File: config.mk
export PLATFORM = sky130hd
export DESIGN_NAME = bridge_cfg_regs
export DESIGN_NICKNAME = d
export VERILOG_FILES = /design/src/logic/bridge_cfg_regs.v
export VERILOG_INCLUDE_DIRS = /design/src /design/src/include
export SDC_FILE = /design/constraint.sdc
export NUM_CORES = 1
export LEC_CHECK = 0
export ABC_AREA = 1
export BUFFER_PORTS_ARGS = -buffer_cell sky130_fd_sc_hd__buf_2
export CAP_MARGIN = 20
export CORE_MARGIN = 2
export CORE_UTILIZATION = 35
export CTS_CLUSTER_DIAMETER = 100
export DETAILED_ROUTE_END_ITERATION = 10
export MAX_ROUTING_LAYER = met4
export PLACE_DENSITY_LB_ADDON = 0.12
export SETUP_SLACK_MARGIN = 0.3
export SLEW_MARGIN = 15
export SYNTH_ARGS = -nofsm -noshare
export SYNTH_HDL_FRONTEND = slang
export SYNTH_SLANG_ARGS = --single-unit
File: constraint.sdc
create_clock -name pclk -period 2.51 [get_ports pclk]
set_input_delay 0.1255 -clock pclk [delete_from_list [all_inputs] [get_ports pclk]]
set_output_delay 0.1255 -clock pclk [all_outputs]
set_load 0.03 [all_outputs]
File: src/include/bridge_cfg_consts.vh
// Purpose: Offsets, field positions, fixed read values and divider counts for the bridge config bank.
// Assumes: Byte addresses on an 8-bit APB address, one 32-bit word per register.
// Notes:   Definitions only.
`ifndef BRIDGE_CFG_CONSTS_VH
`define BRIDGE_CFG_CONSTS_VH
`define OFS_EEPROM        8'h70
`define OFS_HOTSWAP       8'h74
`define OFS_BRIDGE_GPIO   8'h78
`define OFS_SEC_IRQ       8'h7C
`define OFS_PCIX_CAP      8'h80
`define EE_START_BIT      0
`define EE_DIR_BIT        1
`define EE_CLKSEL_LO      4
`define EE_AL_DIS_BIT     6
`define EE_FAST_BIT       7
`define HS_CAP_ID_ON      8'h06
`define HS_CAP_ID_OFF     8'h00
`define HS_NEXT_PTR       8'h00
`define HS_PROG_IF        2'h1
`define HS_HIDE_BIT       16
`define HS_MASK_BIT       17
`define HS_LED_BIT        19
`define HS_EXTRACT_BIT    22
`define HS_INSERT_BIT     23
`define BR_SERR_BIT       2
`define BR_SECRST_BIT     3
`define BR_VGA_LO         4
`define BR_VGA16_BIT      6
`define BR_MABORT_BIT     7
`define BR_PTMO_BIT       8
`define BR_STMO_BIT       9
`define BR_TMOSTAT_BIT    10
`define BR_TMOERR_BIT     11
`define GP_OCLR_LO        12
`define GP_OSET_LO        16
`define GP_ECLR_LO        20
`define GP_ESET_LO        24
`define PCIX_CAP_ID       8'h07
`define PCIX_NEXT_PTR     8'h90
`define SEC_IRQ_PIN_FWD   8'h01
`define EE_DIV_00         12'hFFF
`define EE_DIV_01         12'h7FF
`define EE_DIV_10         12'h3FF
`define EE_DIV_11         12'h07F
`define EE_FAST_SHIFT     5
`endif

File: src/logic/bridge_cfg_regs.v
// Purpose: Device configuration bank 70h..83h of a PCIe to PCI/PCI-X bridge, reached over APB.
// Assumes: An external serial EEPROM engine on pclk; pins and straps pass two flip-flops first.
// Notes:   Zero-wait APB slave; read data is captured in the setup cycle.
//
// The implementer's own choice: register access over APB.
`timescale 1ns/100ps
`include "bridge_cfg_consts.vh"
module bridge_cfg_regs (
  input  wire        pclk,                // APB clock, 25 MHz.
  input  wire        presetn,             // Asynchronous reset, active low.
  input  wire        psel,                // APB select.
  input  wire        penable,             // APB access phase.
  input  wire        pwrite,              // APB direction, high for write.
  input  wire [7:0]  paddr,               // APB byte address.
  input  wire [31:0] pwdata,              // APB write data.
  output wire        pready,              // Always ready, no wait states.
  output wire        pslverr,             // Error on unmapped address.
  output reg  [31:0] prdata,              // Read data.
  output reg         ee_start,            // One-cycle pulse launching an EEPROM access.
  output reg         ee_write,            // Access kind, high for write.
  output reg  [6:0]  ee_word_addr,        // EEPROM word address.
  output reg  [15:0] ee_wdata,            // EEPROM write data.
  output reg         ee_tick,             // One-cycle pulse per EEPROM clock step.
  input  wire        ee_done,             // Engine finished the access, pulse.
  input  wire        ee_nack,             // Acknowledge missed, valid with ee_done.
  output reg         al_start,            // One-cycle pulse launching the autoload.
  input  wire        al_done,             // Autoload finished, pulse.
  input  wire        al_ok,               // Autoload succeeded, valid with al_done.
  input  wire        hot_swap_enable_pin, // Hot swap enable pin.
  input  wire        insert_event,        // Insertion event pin, level.
  input  wire        extract_event,       // Extraction event pin, level.
  output reg         enum_req_n,          // Enumeration request, active low.
  output reg         hide_armed,          // Device hiding armed.
  output reg         led_on,              // Hot swap LED.
  input  wire        reverse_mode,        // Strap, high for reverse bridge.
  input  wire        pcix_mode,           // High while the bus runs PCI-X.
  output reg         serr_fwd_en,         // Forward SERR_L as error messages.
  output reg         sec_bus_reset,       // Hold secondary bus reset (forward mode).
  output reg         link_hot_reset,      // Hot reset on the link (reverse mode).
  output reg  [1:0]  vga_mode,            // VGA forwarding select.
  output reg         vga_decode16,        // VGA I/O decode 16 bits.
  output reg         mabort_report,       // Report master aborts.
  output reg         prim_discard_short,  // Primary discard timer 2^10.
  output reg         sec_discard_short,   // Secondary discard timer 2^10.
  input  wire        discard_expired,     // Discard timer expired, pulse.
  output reg         discard_err_req,     // Error report for an expiry, pulse.
  input  wire [3:0]  gpio_in,             // GPIO pin inputs.
  output reg  [3:0]  gpio_out,            // GPIO output values.
  output reg  [3:0]  gpio_oe              // GPIO output enables, high drives.
);
  localparam AL_IDLE = 2'h0;
  localparam AL_WAIT = 2'h1;
  localparam AL_BUSY = 2'h2;
  localparam AL_END  = 2'h3;

  reg  [31:16] ee_hi;
  reg  [1:0]   ee_clksel;
  reg          ee_go, ee_err, ee_al_dis, ee_fast, al_complete;
  reg  [1:0]   al_state;
  reg  [11:0]  div_cnt;
  reg          insertion_flag, extraction_flag, enum_mask;
  reg          serr_bit, secrst_bit, vga16_bit, mabort_bit, ptmo_bit, stmo_bit, tmo_stat, tmo_err_en;
  reg  [1:0]   vga_bits;
  reg  [7:0]   sec_irq_line;
  reg  [1:0]   rev_s, pcix_s, hs_s, insert_s, extract_s;
  reg  [3:0]   gpi_s1, gpi_s2;
  reg  [11:0]  next_div_max;
  reg  [31:0]  next_rdata;
  wire         rev, pcix, hs_enabled, pending;
  wire         setup, wr, mapped;
  wire [5:0]   widx;

  assign rev        = rev_s[1];
  assign pcix       = pcix_s[1];
  assign hs_enabled = hs_s[1];

  // Two flip-flop synchronisers; only the second stage is read by logic.
  always @(posedge pclk or negedge presetn) begin
    if (!presetn) begin
      rev_s  <= 2'h0;
      pcix_s <= 2'h0;
      hs_s   <= 2'h0;
      insert_s  <= 2'h0;
      extract_s <= 2'h0;
      gpi_s1 <= 4'h0;
      gpi_s2 <= 4'h0;
    end else begin
      rev_s  <= {rev_s[0], reverse_mode};
      pcix_s <= {pcix_s[0], pcix_mode};
      hs_s   <= {hs_s[0], hot_swap_enable_pin};
      insert_s  <= {insert_s[0], insert_event};
      extract_s <= {extract_s[0], extract_event};
      gpi_s1 <= gpio_in;
      gpi_s2 <= gpi_s1;
    end
  end

  // APB decode; writes land on the access phase, reads are captured at setup.
  assign setup   = psel & ~penable;
  assign wr      = psel & penable & pwrite;
  assign widx    = paddr[7:2];
  assign mapped  = ({widx, 2'b00} >= `OFS_EEPROM) && ({widx, 2'b00} <= `OFS_PCIX_CAP); // Whole words only.
  assign pready  = 1'b1;
  assign pslverr = psel & penable & ~mapped;
  assign pending = insertion_flag | extraction_flag;

  // Read multiplexer; reserved and unmapped bits read as zero.
  always @* begin
    next_rdata = 32'h0000_0000;
    case (paddr)
      `OFS_EEPROM:
        next_rdata = {ee_hi, ee_word_addr, (al_state == AL_BUSY), ee_fast, ee_al_dis, ee_clksel,
                      al_complete, ee_err, ee_write, ee_go};
      `OFS_HOTSWAP:
        next_rdata = {8'h00, insertion_flag, extraction_flag, `HS_PROG_IF, led_on, pending, enum_mask,
                      hide_armed, `HS_NEXT_PTR, (hs_enabled ? `HS_CAP_ID_ON : `HS_CAP_ID_OFF)};
      `OFS_BRIDGE_GPIO:
        next_rdata = {gpi_s2, 16'h0000, tmo_err_en, tmo_stat, stmo_bit, ptmo_bit, mabort_bit,
                      vga16_bit, vga_bits, secrst_bit, serr_bit, 2'h0};
      `OFS_SEC_IRQ:
        next_rdata = {16'h0000, (rev ? 8'h00 : `SEC_IRQ_PIN_FWD), sec_irq_line};
      `OFS_PCIX_CAP:
        next_rdata = {16'h0000, `PCIX_NEXT_PTR, `PCIX_CAP_ID};
      default:
        next_rdata = 32'h0000_0000;
    endcase
  end

  always @(posedge pclk or negedge presetn) begin
    if (!presetn)
      prdata <= 32'h0000_0000;
    else if (setup && !pwrite)
      prdata <= next_rdata;
  end

  // EEPROM control word. A start is only honoured on a 0-to-1 change, so a
  // second write of 1 during a running access cannot relaunch the engine.
  always @(posedge pclk or negedge presetn) begin
    if (!presetn) begin
      ee_go        <= 1'b0;
      ee_write     <= 1'b0;
      ee_err       <= 1'b0;
      ee_clksel    <= 2'h0;
      ee_al_dis    <= 1'b0;
      ee_fast      <= 1'b0;
      ee_hi        <= 16'h0000;
      ee_start     <= 1'b0;
      ee_word_addr <= 7'h00;
      ee_wdata     <= 16'h0000;
    end else begin
      ee_start <= 1'b0;
      if (ee_done && ee_go) begin
        ee_go  <= 1'b0;
        ee_err <= ee_nack;
      end
      if (wr && paddr == `OFS_EEPROM) begin
        ee_write     <= pwdata[`EE_DIR_BIT];
        ee_clksel    <= pwdata[`EE_CLKSEL_LO+1:`EE_CLKSEL_LO];
        ee_al_dis    <= pwdata[`EE_AL_DIS_BIT];
        ee_fast      <= pwdata[`EE_FAST_BIT];
        ee_hi        <= pwdata[31:16];
        ee_word_addr <= pwdata[15:9];
        ee_wdata     <= pwdata[31:16];
        if (pwdata[`EE_START_BIT] && !ee_go) begin
          ee_go    <= 1'b1;
          ee_start <= 1'b1;
        end
      end
    end
  end

  // Autoload sequencer: one load after reset unless software suppresses it
  // within the first cycle; the engine reports completion and success.
  always @(posedge pclk or negedge presetn) begin
    if (!presetn) begin
      al_state    <= AL_IDLE;
      al_start    <= 1'b0;
      al_complete <= 1'b0;
    end else begin
      al_start <= 1'b0;
      case (al_state)
        AL_IDLE: begin
          al_state <= AL_WAIT;
        end
        AL_WAIT: begin
          if (ee_al_dis) begin
            al_state <= AL_END;
          end else begin
            al_state <= AL_BUSY;
            al_start <= 1'b1;
          end
        end
        AL_BUSY: begin
          if (al_done) begin
            al_state    <= AL_END;
            al_complete <= al_ok;
          end
        end
        AL_END: begin
          al_state <= AL_END;
        end
        default: begin
          al_state <= AL_END;
        end
      endcase
    end
  end

  // EEPROM clock divider. The fast option only shortens the autoload period.
  always @* begin
    case (ee_clksel)
      2'h0:    next_div_max = `EE_DIV_00;
      2'h1:    next_div_max = `EE_DIV_01;
      2'h2:    next_div_max = `EE_DIV_10;
      default: next_div_max = `EE_DIV_11;
    endcase
    if (ee_fast && al_state == AL_BUSY)
      next_div_max = next_div_max >> `EE_FAST_SHIFT;
  end

  always @(posedge pclk or negedge presetn) begin
    if (!presetn) begin
      div_cnt <= 12'h000;
      ee_tick <= 1'b0;
    end else if (div_cnt >= next_div_max) begin
      div_cnt <= 12'h000;
      ee_tick <= 1'b1;
    end else begin
      div_cnt <= div_cnt + 12'h001;
      ee_tick <= 1'b0;
    end
  end

  // Hot swap control. An event that arrives with a clearing write wins.
  always @(posedge pclk or negedge presetn) begin
    if (!presetn) begin
      hide_armed <= 1'b0;
      enum_mask  <= 1'b0;
      led_on     <= 1'b0;
      insertion_flag  <= 1'b1;
      extraction_flag <= 1'b0;
    end else begin
      if (wr && paddr == `OFS_HOTSWAP) begin
        hide_armed <= pwdata[`HS_HIDE_BIT];
        enum_mask  <= pwdata[`HS_MASK_BIT];
        led_on     <= pwdata[`HS_LED_BIT];
      end
      if (insert_s[1])
        insertion_flag <= 1'b1;
      else if (wr && paddr == `OFS_HOTSWAP && pwdata[`HS_INSERT_BIT])
        insertion_flag <= 1'b0;
      if (extract_s[1])
        extraction_flag <= 1'b1;
      else if (wr && paddr == `OFS_HOTSWAP && pwdata[`HS_EXTRACT_BIT])
        extraction_flag <= 1'b0;
    end
  end

  always @(posedge pclk or negedge presetn) begin
    if (!presetn)
      enum_req_n <= 1'b1;
    else
      enum_req_n <= ~(pending & ~enum_mask);
  end

  // Bridge control and GPIO share one word; serr_bit, ptmo_bit and stmo_bit refuse writes outside their own direction.
  always @(posedge pclk or negedge presetn) begin
    if (!presetn) begin
      serr_bit     <= 1'b0;
      secrst_bit   <= 1'b0;
      vga_bits     <= 2'h0;
      vga16_bit    <= 1'b0;
      mabort_bit   <= 1'b0;
      ptmo_bit     <= 1'b0;
      stmo_bit     <= 1'b0;
      tmo_stat     <= 1'b0;
      tmo_err_en   <= 1'b0;
      sec_irq_line <= 8'h00;
    end else begin
      if (wr && paddr == `OFS_BRIDGE_GPIO) begin
        if (!rev)
          serr_bit <= pwdata[`BR_SERR_BIT];
        secrst_bit <= pwdata[`BR_SECRST_BIT];
        vga_bits   <= pwdata[`BR_VGA_LO+1:`BR_VGA_LO];
        vga16_bit  <= pwdata[`BR_VGA16_BIT];
        mabort_bit <= pwdata[`BR_MABORT_BIT];
        if (rev)
          ptmo_bit <= pwdata[`BR_PTMO_BIT];
        if (!rev)
          stmo_bit <= pwdata[`BR_STMO_BIT];
        tmo_err_en <= pwdata[`BR_TMOERR_BIT];
      end
      if (discard_expired)
        tmo_stat <= 1'b1;
      else if (wr && paddr == `OFS_BRIDGE_GPIO && pwdata[`BR_TMOSTAT_BIT])
        tmo_stat <= 1'b0;
      if (wr && paddr == `OFS_SEC_IRQ)
        sec_irq_line <= pwdata[7:0];
    end
  end

  // GPIO per-bit set and clear; set wins when both are written at once.
  genvar g;
  generate
    for (g = 0; g < 4; g = g + 1) begin : gpio_bit
      always @(posedge pclk or negedge presetn) begin
        if (!presetn) begin
          gpio_out[g] <= 1'b0;
          gpio_oe[g]  <= 1'b0;
        end else if (wr && paddr == `OFS_BRIDGE_GPIO) begin
          if (pwdata[`GP_OSET_LO+g])
            gpio_out[g] <= 1'b1;
          else if (pwdata[`GP_OCLR_LO+g])
            gpio_out[g] <= 1'b0;
          if (pwdata[`GP_ESET_LO+g])
            gpio_oe[g] <= 1'b1;
          else if (pwdata[`GP_ECLR_LO+g])
            gpio_oe[g] <= 1'b0;
        end
      end
    end
  endgenerate

  // Registered control outputs; SERR, reset and discard timer outputs qualified by bridge direction, the error report by bus mode.
  always @(posedge pclk or negedge presetn) begin
    if (!presetn) begin
      serr_fwd_en        <= 1'b0;
      sec_bus_reset      <= 1'b0;
      link_hot_reset     <= 1'b0;
      vga_mode           <= 2'h0;
      vga_decode16       <= 1'b0;
      mabort_report      <= 1'b0;
      prim_discard_short <= 1'b0;
      sec_discard_short  <= 1'b0;
      discard_err_req    <= 1'b0;
    end else begin
      serr_fwd_en        <= serr_bit & ~rev;
      sec_bus_reset      <= secrst_bit & ~rev;
      link_hot_reset     <= secrst_bit & rev;
      vga_mode           <= vga_bits;
      vga_decode16       <= vga16_bit;
      mabort_report      <= mabort_bit;
      prim_discard_short <= ptmo_bit & rev;
      sec_discard_short  <= stmo_bit & ~rev;
      discard_err_req    <= discard_expired & tmo_err_en & ~pcix;
    end
  end
endmodule // bridge_cfg_regs

==> metrics.md <==
| Metric | Value |
|---|---|
| CP peak stage delay | `between 300 and 400 ps` |
| Synth cell types | `39` |
| Post-CTS Setup Inserts | `0` |
| Final Wtd Congestion | `roughly 0.86` |
| Clock Latency Late Sink | `approximately 420 ps` |
| Crit Path Max Fanout | `13` |
| Row count | `47` |
| Worst Path Required | `2850 ps` |
| # fillers | `about 1,600` |
| Dpl hpwl | `approximately 11,000 um` |
| XOR/XNOR share of the synthesized area | `0.0104` |
| I/O pin total | `around 140` |
| Slew @ Worst Pin | `just over 700 ps` |
| CTS tree | `built` |
| PortBufs | `about 140` |
| Total number of vias | `5,013` |
| CTS sink cnt | `between 100 and 150` |
| Syn_area_per_cell | `a little over 9 um^2` |
| Critical Path Sink Type | `register` |
| Syn Inst Count | `651` |
| Final setup viols | `0` |
| Share of layout cells above drive strength 1 | `0.242` |
| First-pass GRT wire length | `26,400 um` |
| Vias in the first global route | `roughly 5,000` |
| WS Path Type | `reg -> reg` |
| Yosys warning total | `0` |
| Yosys top cell area share | `0.586` |
| Post-synthesis mux area share | `0.00191` |
| Synthesized Nets | `between 700 and 800` |
| Cts bufs inserted | `17` |
| Slowest cell on crit path | `dfrtp_1` |
| Hold_ws | `between 150 and 200 ps` |
| Final period util | `0.778` |
| Wire per inst | `about 15 um` |
| Root Buffer | `clkbuf_16` |
| Sequential area share after synthesis | `0.595` |
| WL final | `approximately 16,000 um` |
| Clock Skews | `about 6.6 ps` |
| Die width | `134 um` |
| Largest family of logic cells by synthesized area | `simple AND/OR/NAND/NOR gates` |
| Die H | `134 um` |
| Most Frequent Cell on Critical Path | `nor2_1` |
| Synth Area in Simple Gates | `0.211` |
| CP Buf/Inv Count | `0` |
| Leading area contributor after synthesis | `dfrtp_1` |
| Maximum VDD drop | `455 uV` |
| Critical Path AT | `between 2000 and 2500 ps` |
| Seq cells post-synth | `140` |
| DRT iter0 DRCs | `270` |
| Die ar. | `17,900 um^2` |
| Initial antenna violation count | `3` |
| CTS clk-pin slew, worst paths | `60 ps` |
| Final ANT Viol Nets | `0` |
| Main area contributors after synthesis | `dfrtp_1, nand2_1, inv_1, o21ai_0, nor2_1` |
| Fin. Hold Viols | `0` |
| CP Cell Sequence | `nor2_1 > nand2_2 > nor3_4 > ha_1 > a21oi_1 > nand2_1 > nand3_1 > nand3_4 > nor2_1` |
| Hold crit path type | `in -> reg` |
| Max clock buf depth | `2` |
| Core Box Area | `16,500 um^2` |
| P_leak | `4.29 nW` |
| Largest net degree at the start of global routing | `55` |
| Maxcap violations | `0` |
| Initial core utilization | `0.357` |
| Run status | `complete, no violations` |
| Final Critical Period | `around 2000 ps` |
| Setup TNS | `0 ps` |
| Most frequent cells in the layout | `nand2_1, dfrtp_1, buf_2, inv_1, dlygate4sd3_1` |
| Slew Limit Fails | `0` |
| Synth Area in Adders | `0.0233` |
| Pre-antenna DRT Iters | `4` |
| Unrepaired setup endpoints after global routing | `no` |
| H-tree lvl count | `4` |
| PwrDens | `between 600 and 700 nW/um^2` |
| Compound-Gate Fraction of Synth Area | `0.0961` |
| Vias per cell | `4.62` |
| Residual DRC | `0` |
| Maximum clock rate | `approximately 510 MHz` |
| Worst slew margin | `0.523` |
| Total grt overflow | `0` |
| Worst setup SP type | `register` |
| Leading cell type in the layout, fill and taps excluded | `nand2_1` |
| Ys async rst share | `1.00` |
| Dominant synthesized flop cell | `dfrtp_1` |
| Top delay family on crit path | `simple AND/OR/NAND/NOR gates` |
| Area Growth Syn to Fin | `36.0%` |
| EDFF count, synth | `0` |
| Total track usage | `0.198` |
| Synthesized cell area | `between 5000 and 6000 um^2` |
| Final Net Count | `approximately 900` |
## state kept, by name, summed over array words and instances (netlist names), 2 cells and up
signal	cells
al_state	2
div_cnt	12
ee_clksel	2
ee_hi	16
ee_word_addr	7
extract_s	2
gpi_s1	4
gpi_s2	4
gpio_oe	4
gpio_out	4
hs_s	2
insert_s	2
pcix_s	2
prdata	32
rev_s	2
sec_irq_line	8
vga_bits	2
vga_mode	2
## cells in the mapped netlist (3+ instances only)
master,number
a21oi_1,11
buf_2,9
clkbuf_1,7
dfrtp_1,138
ha_1,11
inv_1,64
inv_2,5
nand2_1,205
nand3_1,29
nand4_1,3
nor2_1,45
nor2_2,4
nor2_4,3
o21ai_0,36
o21ai_1,33
o22ai_1,7
o31ai_1,6
xor2_1,5
## routing by layer
| metal | track usage | routed length, um | part of all wire |
|---|---|---|---|
| met2 | 0.313 | 7850 | 0.48 |
| met5 | - | 0 | 0 |
| met1 | 0.242 | 6850 | 0.42 |
| met3 | 0.0559 | 1300 | 0.080 |
| met4 | 0.0762 | 256 | 0.016 |
## final timing paths
kind                                  start         endpoint  slack [ps]  cells after the start
worst max-delay path            al_state[0]      div_cnt[10]         560                      9
worst min-delay path                penable       prdata[12]         150                      6
worst max register to register  al_state[0]      div_cnt[10]         560                      9
worst min register to register    gpi_s1[3]        gpi_s2[3]         350                      0
max in group asynchronous           presetn  ee_word_addr[3]        1460                      3
min in group asynchronous           presetn        prdata[1]         260                      2
## area by class of cell
| cell class | instances | area [um^2] | share of cell area |
|---|---|---|---|
| antenna | 3 | 7.51 | 0.000936 |
| clock buffer | 20 | 457 | 0.0570 |
| clock inverter | 11 | 144 | 0.0179 |
| inverter | 70 | 263 | 0.0328 |
| multi-input combinational | 421 | 2060 | 0.257 |
| sequential | 140 | 3510 | 0.437 |
| tap | 220 | 275 | 0.0343 |
| timing repair buffer | 201 | 1310 | 0.163 |
## per-stage QoR
| step | util | cell area [um^2] | setup WS (ps) | power (mW) | instances |
|---|---|---|---|---|---|
| floorplan | - | 5900 | 581 | 2.48 | 651 |
| global placement | 0.416 | 6870 | 263 | 2.64 | 1001 |
| detailed placement | 0.416 | 6870 | 183 | 2.64 | 1001 |
| CTS | 0.483 | 7990 | 323 | 5.26 | 1083 |
| global route | 0.485 | 8020 | 315 | 5.41 | 1086 |
| finish | 0.485 | 8020 | 556 | 5.19 | 1086 |
## power by group
part	switching (mW)	internal, mW	leakage (nW)	total [mW]
Combinational	0.202	0.126	2.32	0.328
Sequential	0.0213	2.30	1.69	2.33
Clock	0.934	1.60	0.284	2.54
## cell families (layout without fill, tap and decap cells)
logic type | Yosys count | in the layout
xor gates and xnor gates | 7 | 7
AOI/OAI and AO/OA | 103 | 103
and+or+nand+nor | 298 | 298
buffers and inverters | 90 | 302
other | 1 | 4
DFF | 140 | 140
muxes | 1 | 1
adders and majority gates | 11 | 11
## worst reg2reg max path: stages, from the launching register on
cell,delay [ps]
dfrtp_1,390
nor2_1,210
nand2_2,150
nor3_4,200
ha_1,290
a21oi_1,120
nand2_1,70
nand3_1,140
nand3_4,170
nor2_1,140
## timing repair
| action | 4_1_cts | 5_1_grt |
|---|---|---|
| pin swaps | 0 | 0 |
| hold endpoints to repair | 120 | 0 |
| hold buffers | 51 | 0 |
| setup endpoints to repair | 13 | 13 |
| gates resized for setup | 1 | 6 |
(Power assumes the default switching activity.)
